## src/hw/wdog_defs.svh

```systemverilog
// constants for the window watchdog: times, counts and widths
// How it works
// RULE1: time between heartbeat rising edges; fault when outside the window.
// RULE2: interval below fast timeout is a fast fault, above slow timeout a slow fault.
// RULE3: fast timeout is one eighth of the slow timeout.
// RULE4: window resistor in kilohms equals 3.24 times slow timeout in ms.
// RULE5: any fault pulls reset output low for the fault pulse time, then releases.
// RULE6: monitoring only while the enable input is low; high means no faults.
// RULE7: monitoring waits until both rails stayed good for the activation delay.
// RULE8: no edge within activation delay plus slow timeout gives a pulse and clear.
// RULE9: the missing-heartbeat fault and restart repeats until edges return.
// RULE10: host drives heartbeat edges spaced between fast and slow timeouts.
// RULE11: timeouts are parameters measured against an internal timebase counter.
// RULE12: disabled or starting: counters held clear and reset output not driven; while starting the counter times the activation delay.
`ifndef WDOG_DEFS_SVH
`define WDOG_DEFS_SVH

`define WDOG_CLK_NS        8
`define WDOG_TICK_NS       1000
`define WDOG_TICK_CYCLES   ((`WDOG_TICK_NS) / (`WDOG_CLK_NS))
`define WDOG_DIV_W         8
`define WDOG_CNT_W         24
`define WDOG_FAULT_US      2000
`define WDOG_START_US      30000
`define WDOG_RESISTOR_OHM  32400
`define WDOG_RES_NUM       100
`define WDOG_RES_DEN       324
`define WDOG_FAST_DIV      8

`endif

```

## src/hw/wdog_pkg.sv

```systemverilog
// types shared by the watchdog modules
`default_nettype none
`include "wdog_defs.svh"

package wdog_pkg;

  // watchdog sequencer, one-hot
  typedef enum logic [3:0] {
    ST_OFF   = 4'h1,
    ST_START = 4'h2,
    ST_RUN   = 4'h4,
    ST_FAULT = 4'h8
  } wdog_state_t;

  // all state of the watchdog core
  typedef struct packed {
    wdog_state_t            st;
    logic [`WDOG_CNT_W-1:0] cnt;
    logic                   seen;
    logic [1:0]             hb_s;
    logic                   hb_d;
    logic [1:0]             en_s;
    logic [1:0]             r1_s;
    logic [1:0]             r2_s;
    logic                   fast_r;
    logic                   slow_r;
  } wdog_regs_t;

  // all state of the timebase
  typedef struct packed {
    logic [`WDOG_DIV_W-1:0] div;
    logic                   tick;
  } tb_regs_t;

endpackage

`default_nettype wire

```

## src/hw/tick_if.sv

```systemverilog
// timebase tick carried from the divider to the watchdog core
`timescale 1ns/1ps
`default_nettype none

interface tick_if;
  logic tick;

  modport src  (output tick);
  modport sink (input  tick);
endinterface

`default_nettype wire

```

## src/hw/wdog_timebase.sv

```systemverilog
// divider that makes one tick pulse per timebase period
`timescale 1ns/1ps
`default_nettype none
`include "wdog_defs.svh"

module wdog_timebase
(
  // clock and reset
  input  wire logic clk,
  input  wire logic rst,
  // tick out
  tick_if.src       tb
);

  localparam logic [`WDOG_DIV_W-1:0] LAST = `WDOG_DIV_W'(`WDOG_TICK_CYCLES - 1);

  wdog_pkg::tb_regs_t r;
  wdog_pkg::tb_regs_t n;

  // free-running divider, tick on wrap
  always_comb
  begin
    n      = r;
    n.tick = (r.div == LAST);
    n.div  = (r.div == LAST) ? '0 : r.div + 1'b1;
  end

  always_ff @(posedge clk)
  begin
    if (rst)
      r <= '0;
    else
      r <= n;
  end

  assign tb.tick = r.tick;
endmodule

`default_nettype wire

```

## src/hw/window_watchdog_timer.sv

```systemverilog
// window watchdog core: heartbeat interval check and reset pulse
`timescale 1ns/1ps
`default_nettype none
`include "wdog_defs.svh"

module window_watchdog_timer
#(
  parameter int WINDOW_RESISTOR_OHM = `WDOG_RESISTOR_OHM,
  parameter int START_US            = `WDOG_START_US,
  parameter int FAULT_US            = `WDOG_FAULT_US
)
(
  // clock and reset
  input  wire logic clk,
  input  wire logic rst,
  // host heartbeat and enable pins
  input  wire logic heartbeat_clock_in,
  input  wire logic wdog_enable_n,
  // rail good indications
  input  wire logic first_regulator_rail,
  input  wire logic second_regulator_rail,
  // open-drain reset pin
  output logic      reset_out_n_o,
  output logic      reset_out_n_oe,
  // status
  output logic      wdog_fault_flag,
  output logic      fast_fault,
  output logic      slow_fault,
  output logic      wdog_active
);

  // timeouts in microseconds, slow one from the resistor value
  localparam int SLOW_US = WINDOW_RESISTOR_OHM * `WDOG_RES_NUM / `WDOG_RES_DEN; // RULE4
  localparam int FAST_US = SLOW_US / `WDOG_FAST_DIV; // RULE3

  // the same times counted in timebase ticks
  localparam logic [`WDOG_CNT_W-1:0] SLOW_TK  =
    `WDOG_CNT_W'(SLOW_US * 1000 / `WDOG_TICK_NS); // RULE11
  localparam logic [`WDOG_CNT_W-1:0] FAST_TK  =
    `WDOG_CNT_W'(FAST_US * 1000 / `WDOG_TICK_NS); // RULE11
  localparam logic [`WDOG_CNT_W-1:0] START_TK =
    `WDOG_CNT_W'(START_US * 1000 / `WDOG_TICK_NS);
  localparam logic [`WDOG_CNT_W-1:0] FAULT_TK =
    `WDOG_CNT_W'(FAULT_US * 1000 / `WDOG_TICK_NS);

  wdog_pkg::wdog_regs_t r;
  wdog_pkg::wdog_regs_t n;

  logic                   rise;
  logic                   armed;
  logic [`WDOG_CNT_W-1:0] cnt_inc;

  tick_if tb ();

  // microsecond timebase
  wdog_timebase u_timebase
  (
    .clk (clk),
    .rst (rst),
    .tb  (tb.src)
  );

  // edge and arming terms from the second synchroniser stage only
  assign rise    = r.hb_s[1] & ~r.hb_d;
  assign armed   = ~r.en_s[1] & r.r1_s[1] & r.r2_s[1];
  assign cnt_inc = (tb.tick && (r.cnt != '1)) ? r.cnt + 1'b1 : r.cnt;

  // next-state logic of the whole core
  always_comb
  begin
    n        = r;
    n.hb_s   = {r.hb_s[0], heartbeat_clock_in};
    n.hb_d   = r.hb_s[1];
    n.en_s   = {r.en_s[0], wdog_enable_n};
    n.r1_s   = {r.r1_s[0], first_regulator_rail};
    n.r2_s   = {r.r2_s[0], second_regulator_rail};
    n.fast_r = 1'b0;
    n.slow_r = 1'b0;

    unique case (r.st)
      wdog_pkg::ST_OFF:
      begin
        n.cnt  = '0; // RULE12
        n.seen = 1'b0;
        n.st   = wdog_pkg::ST_START;
      end

      // activation delay: rails must stay good throughout
      wdog_pkg::ST_START:
      begin
        n.cnt  = cnt_inc;
        n.seen = 1'b0;
        if (cnt_inc >= START_TK) // RULE7
        begin
          n.st  = wdog_pkg::ST_RUN;
          n.cnt = '0;
        end
      end

      // window monitoring of heartbeat rising edges
      wdog_pkg::ST_RUN:
      begin
        n.cnt = cnt_inc; // RULE1
        if (rise)
        begin
          if (r.seen && (r.cnt < FAST_TK)) // RULE2
          begin
            n.fast_r = 1'b1;
            n.st     = wdog_pkg::ST_FAULT;
            n.cnt    = '0;
          end
          else
          begin
            n.cnt  = '0;
            n.seen = 1'b1;
          end
        end
        else if (cnt_inc >= SLOW_TK) // RULE2 RULE8
        begin
          n.slow_r = 1'b1;
          n.st     = wdog_pkg::ST_FAULT;
          n.cnt    = '0;
        end
      end

      // reset pulse, then restart through the activation delay
      wdog_pkg::ST_FAULT:
      begin
        n.cnt = cnt_inc;
        if (cnt_inc >= FAULT_TK) // RULE5
        begin
          n.st   = wdog_pkg::ST_START; // RULE9
          n.cnt  = '0;
          n.seen = 1'b0;
        end
      end
    endcase

    // disable or bad rail drops everything at once
    if (!armed) // RULE6 RULE12
    begin
      n.st   = wdog_pkg::ST_OFF;
      n.cnt  = '0;
      n.seen = 1'b0;
    end
  end

  // register the whole state
  always_ff @(posedge clk)
  begin
    if (rst)
    begin
      r      <= '0;
      r.st   <= wdog_pkg::ST_OFF;
      r.en_s <= 2'h3;
    end
    else
      r <= n;
  end

  // outputs straight from state flops
  assign reset_out_n_o   = 1'b0;
  assign reset_out_n_oe  = (r.st == wdog_pkg::ST_FAULT); // RULE5
  assign wdog_fault_flag = (r.st == wdog_pkg::ST_FAULT);
  assign fast_fault      = r.fast_r;
  assign slow_fault      = r.slow_r;
  assign wdog_active     = (r.st == wdog_pkg::ST_RUN);
endmodule

`default_nettype wire

```

## config.mk

```make
export PLATFORM = sky130hd
export DESIGN_NAME = window_watchdog_timer
export DESIGN_NICKNAME = d
export VERILOG_FILES = /design/src/hw/wdog_pkg.sv /design/src/hw/tick_if.sv /design/src/hw/wdog_timebase.sv /design/src/hw/window_watchdog_timer.sv
export VERILOG_INCLUDE_DIRS = /design/src /design/src/hw
export SDC_FILE = /design/constraint.sdc
export NUM_CORES = 1
export LEC_CHECK = 0
export BUFFER_PORTS_ARGS = -buffer_cell sky130_fd_sc_hd__buf_2
export CAP_MARGIN = 20
export CORE_ASPECT_RATIO = 1.5
export CORE_UTILIZATION = 50
export DETAILED_ROUTE_END_ITERATION = 10
export GPL_TIMING_DRIVEN = 0
export PLACE_DENSITY = 0.73
export SYNTH_ARGS = -nofsm -noshare
export SYNTH_HDL_FRONTEND = slang
export SYNTH_SLANG_ARGS = --single-unit
export TNS_END_PERCENT = 20
```

## constraint.sdc

```tcl
create_clock -name clk -period 2.9 [get_ports clk]
set_input_delay 0.29 -clock clk [delete_from_list [all_inputs] [get_ports clk]]
set_output_delay 0.29 -clock clk [all_outputs]
set_load 0.01 [all_outputs]
```

* Yosys cells after proc, flatten, opt, wreduce, memory -nomap -nowiden
Cells that the tools add are included.
W data, S select, Z words.
** Storage, ports and cells
- Register bits :: 49
- Bits of input ports :: 6
** Operators by class
- Reduce and logical (&&, ||, !) cells :: 8
- Add/subtract/negate cells :: 2
- Order comparisons :: 4
- Bitwise logic cells :: 8
- Eq/ne operators :: 12
- Mux-type cells :: 11
** Operators with widths (count)
- $pmux W29 S4 :: 1
- $mux W28 :: 3
- $mux W29 :: 1
- $add A24 B1 Y24 const B :: 1
- $ge A24 B11 Y1 const B :: 1
- $ge A24 B14 Y1 const B :: 1
- $ge A24 B15 Y1 const B :: 1
- $lt A24 B11 Y1 const B :: 1
- $mux W24 :: 1
- $ne A24 B24 Y1 const B :: 1
- $add A8 B1 Y8 const B :: 1
- $eq A8 B7 Y1 const B :: 1
- $reduce_or A3 Y1 :: 2
- $not A1 Y1 :: 5
- $eq A4 B1 Y1 const B :: 1
- $eq A4 B2 Y1 const B :: 1
- $eq A4 B3 Y1 const B :: 1
- $eq A4 B4 Y1 const B :: 1
- $mux W1 :: 4
- $mux W4 :: 1
- $ne A2 B1 Y1 const B :: 2
- $ne A2 B2 Y1 const B :: 2
- $reduce_and A4 Y1 :: 1
- $reduce_or A2 Y1 :: 2
- 5 further kinds :: 8

* Longest topological paths before layout
Gate-level depths: netlist of the first run.
- Depth in word-level cells :: 7
- Depth in mapped cells :: 13
- Mapped depth without buffers :: 10

* Cells and area by module
From an unflattened synthesis of the first run, not the netlist that was laid out.
** Second synthesis, totals
- Cells, all modules :: 346
- Area total of the unflattened synthesis :: 2889.0 um2
** By module, submodules not included
- window_watchdog_timer :: times used 1, cells an instance 302, area each 2498.6 um2
- wdog_timebase :: times used 1, cells an instance 44, area each 390.4 um2

* Worst setup path after synthesis of the first run
Ideal clock, no wire load.
- Path type :: register to register
- Start :: reg r[13] (netlist name)
- End :: reg r[37] (netlist name)
- Cell stages (with the launch flop) :: 11
- Period minus slack after synthesis :: 2793 ps
- Buffers on the path :: 0
- Library setup time :: 120 ps
- Required time :: 2780 ps
- Data arrival time :: 2672 ps
- Slack :: 107 ps
- Path through :: dfxtp_1 -> ha_1 -> nand3_1 -> nor3_4 -> a31oi_4 -> a31o_1 -> a2111oi_4 -> nand4_2 -> or4_1 -> a21oi_1 -> nor2_1
** On the way
- Cells in the longest elaborated chain, start to end :: 6
- Elaborated cells between the ends (all ways) :: 14
- Classes of those cells :: add/sub: 1; order compare: 4; eq/ne: 5; mux: 1; reduce/logical: 3
** RTL lines
- start, declared :: line window_watchdog_timer.sv:46 : wdog_pkg::wdog_regs_t r;
- start signal, assigned :: line window_watchdog_timer.sv:158 : r <= n;
- parallel branches: the longest is 5 deep, another holds $add A24 B1 Y24
- $reduce_and A4 Y1 (no line) *
Every way passes the cells marked *.
A chain may end at the register's enable or synchronous reset.

* Worst setup path in the final report of the first run
- Start :: reg r[22] (netlist name)
- End :: reg r[37] (netlist name)
The elaborated chain is that of the path after synthesis.

==> results of run 1 <==
final cells by class:
cell class              instances  area share
well taps                      68     0.02510
flip-flops and latches         49      0.2953
clock buffers                   5     0.02030
inverters                      11     0.01218
clock inverters                 3     0.01403
plain buffers                  21     0.05131
multi-input cells             247      0.5054
repair buffers                 38     0.07641
how the worst max path moves through the flow:
stage | from | endpoint | slack (ps)
after floorplan | r[13]$_SDFF_PP0_ | r[37]$_SDFFE_PP0P_ | 110
after detailed placement | r[12]$_SDFF_PP0_ | r[37]$_SDFFE_PP0P_ | -430
after CTS | r[19]$_SDFF_PP0_ | r[37]$_SDFFE_PP0P_ | -6
final | r[22]$_SDFF_PP0_ | r[37]$_SDFFE_PP0P_ | 40
after global placement | r[13]$_SDFF_PP0_ | r[37]$_SDFFE_PP0P_ | -400
after global routing | r[24]$_SDFF_PP0_ | r[37]$_SDFFE_PP0P_ | -90
metrics by stage:
step / power [mW] / hold WS [ps] / setup TNS [ps]
after floorplan: 0.7470 / 361.6 / 0
after global placement: 0.7583 / 393.2 / -5136
after detailed placement: 0.7599 / 402.1 / -5633
after CTS: 1.270 / 153.3 / -5.642
after global routing: 1.301 / 144.5 / -659.6
final: 1.261 / 155.4 / 0
kinds of logic after synthesis:
logic type | Yosys count | synth area share
buffers and inverters | 33 | 0.06364
adders and majority gates | 3 | 0.01374
muxes | 2 | 0.007326
and+or+nand+nor | 151 | 0.3191
DFF | 49 | 0.3590
xor gates and xnor gates | 26 | 0.08333
other | 1 | 0.001372
AOI/OAI and AO/OA | 55 | 0.1525
Yosys cell counts (4+ instances only):
cell / instances / area, sq um
nor2_1: 39 / 146.4
nor3_1: 5 / 25.02
inv_1: 11 / 41.29
xor2_1: 11 / 96.34
xnor2_1: 15 / 131.4
nor3b_1: 4 / 30.03
nand3_1: 16 / 80.08
nand2_1: 19 / 71.32
clkbuf_1: 6 / 22.52
and4_1: 4 / 35.03
a21oi_1: 8 / 40.04
buf_2: 7 / 35.03
dfxtp_1: 49 / 980.9
nor2b_1: 7 / 43.79
or2_2: 4 / 25.02
and2_1: 5 / 31.28
buf_4: 7 / 52.55
o21ai_0: 11 / 55.05
nor4_1: 9 / 56.30
and3_1: 7 / 43.79
nand4_1: 12 / 75.07
a31oi_1: 6 / 37.54
layout by cell type (no fill, tap or decap), drive strengths merged, types with 3 or more instances in the layout:
| cell | count |
|---|---|
| buf | 52 |
| dfxtp | 49 |
| nor2 | 39 |
| nand2 | 19 |
| nand3 | 16 |
| xnor2 | 15 |
| nand4 | 15 |
| o21ai | 14 |
| inv | 13 |
| clkbuf | 12 |
| xor2 | 11 |
| conb | 10 |
| nor4 | 9 |
| a21oi | 9 |
| and3 | 8 |
| a31oi | 8 |
| nor2b | 7 |
| nor3 | 7 |
| and2 | 5 |
| nor3b | 4 |
| or2 | 4 |
| and4 | 4 |
| nand2b | 3 |
| o211ai | 3 |
| or4 | 3 |
| ha | 3 |
flip-flops by register name, summed over array words and instances, names as in the netlist:
name / cells
r: 33
slow_fault: 1
fast_fault: 1
u_timebase.tb.tick: 1
n: 5
u_timebase.r: 8
metal layers:
metal	vias up	track usage	part of all wire
met5	-	0	0
met4	0	0.1589	0.051
met3	27	0.03941	0.045
met2	83	0.4332	0.51
met1	1189	0.2559	0.39
li1	1241	-	-
repair_timing:
action	in CTS	in global routing
pin swaps	9	14
endpoints found under the setup margin	19	18
resized for setup	15	36
buffers inserted	10	16
cloned	0	1
power by group through the flow:
stage / logic [mW] / clock network (mW) / registers (mW)
CTS: 0.0435 / 0.524 / 0.703
floorplan: 0.0324 / 0 / 0.715
global placement: 0.0406 / 0 / 0.718
finish: 0.0450 / 0.516 / 0.700
detailed placement: 0.0417 / 0 / 0.718
global route: 0.0502 / 0.549 / 0.703
==> reports/results.tsv, run 1 <==
stage	metric	value	unit
status	status	complete, no violations	
routing	vias	2540	
sta	relSlewSlack	0.4032	
yosys	synth-seq-area-share	0.3590	
global_routing	grt_pass1_vias	2428	
critical_path	crit_required	3110	ps
layout	regArea	0.001001	sq mm
sta	rsz0062_at_grt	yes	
routing	ant_nets	0	
placed_design	pre_cts_ws	-427.6	ps
power_and_ir_drop	combPwrFrac	0.036	
worst_hold_path	hp-class	in -> reg	
routing	wire_per_inst	15.65	um
layout	nFillCells	440	
layout	drive_gt1_frac	0.2727	
critical_path	r2r_end	r[37]$_SDFFE_PP0P_	
yosys	ys_async_sr_fraction	0	
sta	setup_viol	0	
layout	fin_util	0.6512	
global_routing	grt_max_degree	18	
power_and_ir_drop	p_per_area	372.2	mW/mm^2
power_and_ir_drop	switching_power	0.2921	mW
worst_hold_path	holdPathStages	2	
power_and_ir_drop	p_leak	1.256	nW
critical_path	crit_chain	buf_6 > nand4_1 > nor3_4 > buf_6 > a31oi_4 > a31o_1 > a2111oi_4 > nand4_2 > or4_4 > a21oi_2 > nor2_1	
critical_path	cp_slowest_cell	or4_4	
power_and_ir_drop	pwr-share-seq	0.555	
yosys	syn_area_per_cell	8.539	sq um
sta	setup_slack	36.08	ps
layout	fin_cells	442	
critical_path	r2r_cells	11	
yosys	synth-main-ff-cell	dfxtp_1	
cts	cts_tree	done	
sta	period_share	0.9876	
cts	cts_max_level	2	
cts	path_clk_slew	100	ps
critical_path	r2r_setup_slack	40	ps
die	die_area	0.005771	sq mm
placed_design	place_inst	407	
die	row_count	32	
power_and_ir_drop	ir_drop	0.2927	mV
global_routing	gr-total-overflow	0	
routing	drcViolationCount	0	
sta	fmax	349.2	MHz
critical_path	slowest_delay	550	ps
global_routing	grt_first_pass_wirelength	10960	um
routing	drt_iter0_markers	175	
die	design.core.area	0.005205	sq mm
die	die-height	92.54	um
power_and_ir_drop	clkPwrFrac	0.409	
die	dieWidth	62.36	um
routing	drt_pass1_iterations	4	
cts	clk_path_buf_depth	2	
run	cap_violations	0	
layout	syn_to_final_growth	24.04	%
yosys	ys_seq_elements	49	
sta	clock_skew	11.09	ps
critical_path	crit_family	simple AND/OR/NAND/NOR gates	
global_routing	grt_usage	0.2405	
critical_path	crit_path_end_kind	flip-flop	
critical_path	cpMostUsedCell	buf_6	
yosys	ys_types	61	
layout	final_cell_area	0.003390	sq mm
power_and_ir_drop	p_int	0.9694	mW
sta	worst_pin_slew	882.7	ps
routing	avgViaCountPerCell	5.747	
critical_path	start_kind	flip-flop	
worst_hold_path	holdPathEnd	n[7]$_SDFF_PP1_	
die	floorplan.io_pins	12	
placed_design	numPortBuffers	10	
cts	numCtsBuffers	5	
routing	drt_wl_total	6916	um
placed_design	finalWeightedCongestion	0.9203	
worst_hold_path	min_from	wdog_enable_n	
cts	cts_root_buf	clkbuf_8	
cts	insertion_delay	310	ps
cts	postCtsHoldBufs	0	
critical_path	cp.buffers_inverters	2	
cts	clkSinkCount	49	
sta	finalMaxSlewViolations	0	
critical_path	r2r-start	r[22]$_SDFF_PP0_	
placed_design	place_hpwl	4470	um
global_routing	antenna_found_initial	0	
yosys	synthCells	320	
power_and_ir_drop	p_sw_frac	0.2315	
sta	post-route-min-period	2864	ps
die	start_util	0.5250	
placed_design	place_area	0.002902	sq mm
critical_path	cp_num_cells	11	
critical_path	worstSetupPathType	reg -> reg	
layout	diodes	0	
yosys	synth_edf_count	0	
critical_path	arrival	3070	ps
yosys	ys_warn_count	0	
layout	multiInputGateArea	0.001713	sq mm
yosys	netlist_area	0.002733	sq mm
layout	fin_nets	382	
critical_path	cp_max_fo	9	
sta	final_hold_viol_count	0	
Power figures use the tool's default switching activity.
==> inputs of run 2 (changes only) <==
==> constraint.sdc (replaced) <==
create_clock -name clk -period 2.4 [get_ports clk]
set_input_delay 0.24 -clock clk [delete_from_list [all_inputs] [get_ports clk]]
set_output_delay 0.24 -clock clk [all_outputs]
set_load 0.01 [all_outputs]
==> run 2 against run 1 <==
- clock skew shrank 1.4 ps
- flip-flop and latch count is the same
- global-route usage grew 2.4 points
- final cell count grew 3.8%
- register-to-register slack lost 470 ps
- final area grew 8.5%
- count of clock-buffer cells in the layout grew 1
- critical endpoint unchanged
- critical path type unchanged
- wire length grew 10%
- largest cell class unchanged
- the flow now finishes with violations (negative setup slack)
- hold slack lost 38 ps
- maximum frequency grew 1.1%
- sequential share of layout area shrank 2.1 points
==> reports/results.tsv, run 2 (same netlist as run 1, synthesis figures left out) <==
stage	metric	value	unit	change
critical_path	start_kind	flip-flop		
critical_path	r2r_setup_slack	-430	ps	-470 ps
sta	worst_pin_slew	866.1	ps	-16.69 ps
sta	setup_slack	-433.8	ps	-469.8 ps
critical_path	worstSetupPathType	reg -> reg		
global_routing	grt_usage	0.2644		+0.02389
sta	relSlewSlack	0.4145		+0.01128
sta	period_share	1.181		+0.1932
placed_design	place_inst	407		unchanged
power_and_ir_drop	p_per_area	407.4	mW/mm^2	+9.5%
status	violations	negative setup slack		
die	start_util	0.5250		unchanged
layout	final_cell_mix	buf_4, dfxtp_1, nor2_1		
routing	avgViaCountPerCell	5.900		+2.7%
sta	setup_viol	20		+20
layout	multiInputGateArea	0.001829	sq mm	+6.8%
worst_hold_path	hp-class	in -> reg		
layout	largest-register	r		
critical_path	crit_path_end_kind	flip-flop		
layout	nFillCells	384		-13%
cts	insertion_delay	300	ps	about the same
power_and_ir_drop	p_leak	1.367	nW	+8.8%
critical_path	crit_required	2600	ps	-510 ps
cts	path_clk_slew	100	ps	about the same
global_routing	antenna_found_initial	0		unchanged
layout	fin_cells	459		+3.8%
cts	cts_max_level	2		unchanged
critical_path	r2r_end	r[37]$_SDFFE_PP0P_		
routing	drt_iter0_markers	271		+55%
routing	drt_wl_total	7621	um	+10%
cts	numCtsBuffers	5		unchanged
cts	cts_tree	done		
layout	fin_nets	399		+4.5%
worst_hold_path	min_from	wdog_enable_n		
cts	clkSinkCount	49		unchanged
layout	diodes	0		unchanged
layout	fin_util	0.7063		+0.05505
sta	final_hold_viol_count	0		unchanged
critical_path	cp_max_fo	4		-5
power_and_ir_drop	ir_drop	0.3321	mV	+13%
routing	wire_per_inst	16.60	um	+6.1%
sta	clock_skew	9.695	ps	-1.397 ps
cts	clk_path_buf_depth	2		unchanged
routing	vias	2708		+6.6%
placed_design	finalWeightedCongestion	0.8891		-3.4%
routing	ant_nets	0		unchanged
critical_path	r2r_cells	11		unchanged
run	cap_violations	0		unchanged
die	die-height	92.54	um	unchanged
worst_hold_path	holdPathStages	2		unchanged
layout	largest_reg_flops	33		unchanged
power_and_ir_drop	power	1.498	mW	+19%
critical_path	arrival	3030	ps	-40 ps
worst_hold_path	holdPathEnd	n[7]$_SDFF_PP1_		
routing	drcViolationCount	0		unchanged
sta	post-route-min-period	2834	ps	-30.17 ps
die	dieWidth	62.36	um	unchanged
critical_path	r2r-start	r[13]$_SDFF_PP0_		
global_routing	grt_max_degree	16		-2
global_routing	gr-total-overflow	0		unchanged
die	floorplan.io_pins	12		unchanged
die	die_area	0.005771	sq mm	unchanged
status	status	finished with violations		
sta	finalMaxSlewViolations	0		unchanged
layout	regArea	0.001008	sq mm	+0.75%
die	design.core.area	0.005205	sq mm	unchanged
global_routing	grt_pass1_vias	2648		+9.1%
placed_design	place_hpwl	4489	um	+0.41%
cts	postCtsHoldBufs	0		unchanged
placed_design	numPortBuffers	10		unchanged
global_routing	grt_first_pass_wirelength	11960	um	+9.1%
sta	rsz0062_at_grt	yes		
routing	drt_pass1_iterations	5		+1
layout	drive_gt1_frac	0.3708		+0.09812
layout	syn_to_final_growth	34.52	%	
die	row_count	32		unchanged
layout	final_common_cell	buf_4		
cts	cts_root_buf	clkbuf_8		
sta	fmax	352.9	MHz	+1.1%
## run 2: changes by cell type in the layout (fill, tap and decap cells not counted), moves of 3 or more
cell	change
nor2_2	+6
buf_4	+16
dfxtp_1	-6
dfxtp_2	+6
nor2_1	-9
nor2_4	+3
## run 2: report_power, final
group	leakage, nW	switching (mW)	internal [mW]
clock network	0.0554	0.282	0.313
logic	0.904	0.0309	0.0258
registers	0.408	0.0175	0.829
total	1.37	0.330	1.17
## run 2: through the flow
| step | hold slack (ps) | setup WS [ps] | cell area, sq um | TNS, ps |
|---|---|---|---|---|
| after global routing | 97.87 | -534.7 | 3676 | -9833 |
| final | 117.7 | -433.8 | 3676 | -7529 |
| after floorplan | 311.6 | -267.3 | 2818 | -2664 |
| after global placement | 393.1 | -736.2 | 2953 | -12490 |
| after CTS | 113.6 | -335.4 | 3588 | -4922 |
| after detailed placement | 394.2 | -732.9 | 2953 | -12330 |
## run 2: repair_timing
action,4_1_cts,5_1_grt
pin swaps,21,16
gates resized for setup,46,25
setup endpoints to repair,20,20
cloned,1,0
buffers inserted,42,2
## run 2: worst max path at each step
stage,start,to,slack (ps),depth (start not counted)
finish,r[13]$_SDFF_PP0_,r[37]$_SDFFE_PP0P_,-430,11
global route,r[22]$_SDFF_PP0_,r[25]$_SDFF_PP0_,-530,13
CTS,r[22]$_SDFF_PP0_,r[37]$_SDFFE_PP0P_,-340,12
detailed placement,r[19]$_SDFF_PP0_,r[22]$_SDFF_PP0_,-730,11
global placement,r[19]$_SDFF_PP0_,r[25]$_SDFF_PP0_,-740,11
floorplan,r[23]$_SDFF_PP0_,r[37]$_SDFFE_PP0P_,-270,10
## run 2: worst max-delay path, stage by stage (launching register included)
cell	delay, ps
dfxtp_4	380
ha_4	160
and4_1	230
buf_6	110
nand4_1	140
a211oi_2	300
mux2i_2	140
a2111oi_4	350
nand4_2	210
or4_4	520
a21oi_2	130
nor2_1	50
## run 2: layout make-up
| cell class | instances | share of cell area |
|---|---|---|
| buffer | 21 | 0.04799 |
| clock buffer | 6 | 0.01974 |
| clock inverter | 2 | 0.01055 |
| inverter | 11 | 0.01123 |
| multi-input combinational | 247 | 0.4976 |
| sequential | 49 | 0.2743 |
| tap | 68 | 0.02314 |
| timing repair buffer | 55 | 0.1154 |
## run 2: per-layer routing
metal  routed length (um)  vias to the layer above  track usage
met4                  313                        0       0.1822
li1                     -                     1276            -
met5                    0                        -            0
met1                 2806                     1291       0.2617
met2                 4159                      108       0.4899
met3                  342                       33      0.05172
==> inputs of run 3 (changes only) <==
--- a/config.mk
+++ b/config.mk
@@ -9,10 +9,10 @@
 export BUFFER_PORTS_ARGS = -buffer_cell sky130_fd_sc_hd__buf_2
 export CAP_MARGIN = 20
 export CORE_ASPECT_RATIO = 1.5
-export CORE_UTILIZATION = 50
+export CORE_UTILIZATION = 55
 export DETAILED_ROUTE_END_ITERATION = 10
 export GPL_TIMING_DRIVEN = 0
-export PLACE_DENSITY = 0.73
+export PLACE_DENSITY = 0.79
 export SYNTH_ARGS = -nofsm -noshare
 export SYNTH_HDL_FRONTEND = slang
 export SYNTH_SLANG_ARGS = --single-unit
==> run 3 against run 2 <==
- largest cell class unchanged
- final cell count is 0.87% lower
- critical endpoint is now r[24]$_SDFF_PP0_
- the flow still finishes with violations (negative setup slack)
- non-clock buffer count shrank 2
- clock skew decreased by 3.1 ps
- largest power group unchanged
- sequential power about the same
- via count increased by 1.5%
- hold slack got worse by 0.53 ps
- critical path type unchanged
==> reports/results.tsv, run 3 (same netlist as run 1, synthesis figures left out) <==
stage	metric	value	unit	change
critical_path	crit_family	compound AO/OA/AOI/OAI gates		
sta	finalMaxSlewViolations	0		unchanged
cts	cts_max_level	2		unchanged
routing	drt_wl_total	7792	um	+2.2%
global_routing	grt_first_pass_wirelength	10810	um	-9.6%
critical_path	slowest_delay	450	ps	-70 ps
die	dieWidth	59.55	um	-4.5%
cts	cts_root_buf	clkbuf_8		
sta	clock_skew	6.555	ps	-3.140 ps
layout	drive_gt1_frac	0.3239		-0.04694
power_and_ir_drop	p_per_area	418.5	mW/mm^2	+2.7%
status	status	finished with violations		
critical_path	cp_num_cells	14		+3
status	violations	negative setup slack		
die	start_util	0.5682		+0.04316
layout	fin_nets	397		-0.50%
worst_hold_path	hp-class	in -> reg		
sta	post-route-min-period	2905	ps	+70.90 ps
sta	final_hold_viol_count	0		unchanged
critical_path	r2r_cells	14		+3
cts	clk_path_buf_depth	2		unchanged
layout	fin_util	0.7492		+0.04297
critical_path	start_kind	flip-flop		
worst_hold_path	holdPathEnd	n[7]$_SDFF_PP1_		
routing	ant_nets	0		unchanged
sta	rsz0062_at_grt	yes		
cts	path_clk_slew	90	ps	about the same
run	cap_violations	0		unchanged
global_routing	use_met2	0.4760		-0.01393
layout	final_common_cell	buf_4		
cts	insertion_delay	310	ps	about the same
placed_design	place_hpwl	4431	um	-1.3%
routing	avgViaCountPerCell	6.042		+2.4%
layout	syn_to_final_growth	31.87	%	
sta	worst_pin_slew	835.9	ps	-30.14 ps
routing	drt_iter0_markers	297		+9.6%
sta	relSlewSlack	0.4349		+0.02038
routing	drt_pass1_iterations	5		unchanged
global_routing	gr-max-usage-layer	met2		
placed_design	finalWeightedCongestion	0.8880		-0.12%
sta	period_share	1.210		+0.02954
power_and_ir_drop	power	1.508	mW	+0.68%
die	die-height	88.33	um	-4.5%
critical_path	crit_chain	nand4_1 > nor3_4 > buf_6 > a31oi_4 > buf_6 > buf_4 > buf_4 > a32oi_1 > o31ai_1 > o2111ai_1 > a31oi_4 > o21ai_4 > buf_6 > nor2_1		
sta	setup_slack	-504.7	ps	-70.90 ps
layout	diodes	0		unchanged
sta	fmax	344.3	MHz	-2.4%
layout	largest_reg_flops	33		unchanged
critical_path	crit_path_end_kind	flip-flop		
routing	wire_per_inst	17.13	um	+3.1%
critical_path	r2r_end	r[24]$_SDFF_PP0_		
layout	largest-register	r		
cts	cts_tree	done		
critical_path	r2r-start	r[16]$_SDFF_PP0_		
worst_hold_path	holdPathStages	2		unchanged
power_and_ir_drop	ir_drop	0.4975	mV	+50%
routing	vias	2749		+1.5%
die	design.core.area	0.004810	sq mm	-7.6%
layout	final_cell_mix	buf_4, nor2_1, dfxtp_1		
critical_path	crit_required	2590	ps	about the same
critical_path	cp.buffers_inverters	5		+4
die	row_count	31		-3.1%
critical_path	worstSetupPathType	reg -> reg		
global_routing	grt_util_met1	0.2957		+0.03406
critical_path	cp_max_fo	6		+2
global_routing	antenna_found_initial	0		unchanged
sta	setup_viol	20		unchanged
critical_path	cpMostUsedCell	buf_6		
worst_hold_path	min_from	wdog_enable_n		
global_routing	grt_pass1_vias	2373		-10%
global_routing	gr-total-overflow	0		unchanged
critical_path	cp_slowest_cell	dfxtp_1		
die	floorplan.io_pins	12		unchanged
cts	numCtsBuffers	5		unchanged
global_routing	grt_max_degree	17		+1
critical_path	r2r_setup_slack	-500	ps	-70 ps
layout	final_cell_area	0.003603	sq mm	-2.0%
critical_path	arrival	3100	ps	+70 ps
placed_design	numPortBuffers	10		unchanged
die	die_area	0.005260	sq mm	-8.9%
placed_design	place_area	0.002950	sq mm	about the same
global_routing	grt_usage	0.2742		+0.009806
cts	clkSinkCount	49		unchanged
routing	drcViolationCount	0		unchanged
power_and_ir_drop	p_leak	1.363	nW	-0.31%
global_routing	met3_usage	0.04678		-0.004941
run 3: cell count changes in the layout (fill, tap and decap cells not counted), moves of 4 or more:
cell | before | now
buf_4 | 44 | 39
nor2_1 | 30 | 38
nor2_2 | 6 | 1
dfxtp_2 | 13 | 9
dfxtp_1 | 33 | 37
run 3: timing repair:
action / in CTS / in global routing
gates resized for setup: 25 / 28
endpoints found under the setup margin: 20 / 20
buffers inserted: 26 / 15
hold buffers: 0 / 0
gates cloned: 1 / 1
pin swaps: 19 / 24
run 3: stage by stage:
stage          worst slack (ps)  setup TNS, ps  hold WS [ps]  cells
6_report                 -504.7          -8848         117.2    455
5_1_grt                  -478.3          -8635         101.0    455
4_1_cts                  -315.5          -5515         112.3    440
3_5_place_dp             -722.6         -12220         400.9    405
3_3_place_gp             -733.7         -12420         391.0    405
2_1_floorplan            -267.3          -2664         311.6    329
run 3: how the worst max path moves through the flow:
stage | slack (ps) | endpoint | start
final | -500 | r[24]$_SDFF_PP0_ | r[16]$_SDFF_PP0_
after global routing | -480 | r[24]$_SDFF_PP0_ | r[16]$_SDFF_PP0_
after CTS | -320 | r[13]$_SDFF_PP0_ | r[25]$_SDFF_PP0_
after detailed placement | -720 | r[21]$_SDFF_PP0_ | r[19]$_SDFF_PP0_
after global placement | -730 | r[22]$_SDFF_PP0_ | r[19]$_SDFF_PP0_
after floorplan | -270 | r[37]$_SDFFE_PP0P_ | r[23]$_SDFF_PP0_
run 3: power by group:
group | switching (mW) | internal (mW) | total [mW] | leakage [nW]
logic | 0.0299 | 0.0255 | 0.0554 | 0.896
registers | 0.0192 | 0.828 | 0.847 | 0.408
clock network | 0.293 | 0.313 | 0.605 | 0.0585
run 3: cell type report:
| cell class | count | area, sq um |
|---|---|---|
| multi-input cells | 247 | 1769 |
| fillers | 349 | 1206 |
| flip-flops and latches | 49 | 1003 |
| repair buffers | 52 | 399.1 |
| plain buffers | 22 | 195.2 |
| well taps | 66 | 82.58 |
| clock buffers | 5 | 68.82 |
| clock inverters | 3 | 43.79 |
| inverters | 11 | 41.29 |
run 3: routing by layer:
metal,vias to the layer above,routed length [um]
met2,140,3821
li1,1273,-
met3,61,518
met5,-,0
met1,1275,2882
met4,0,569
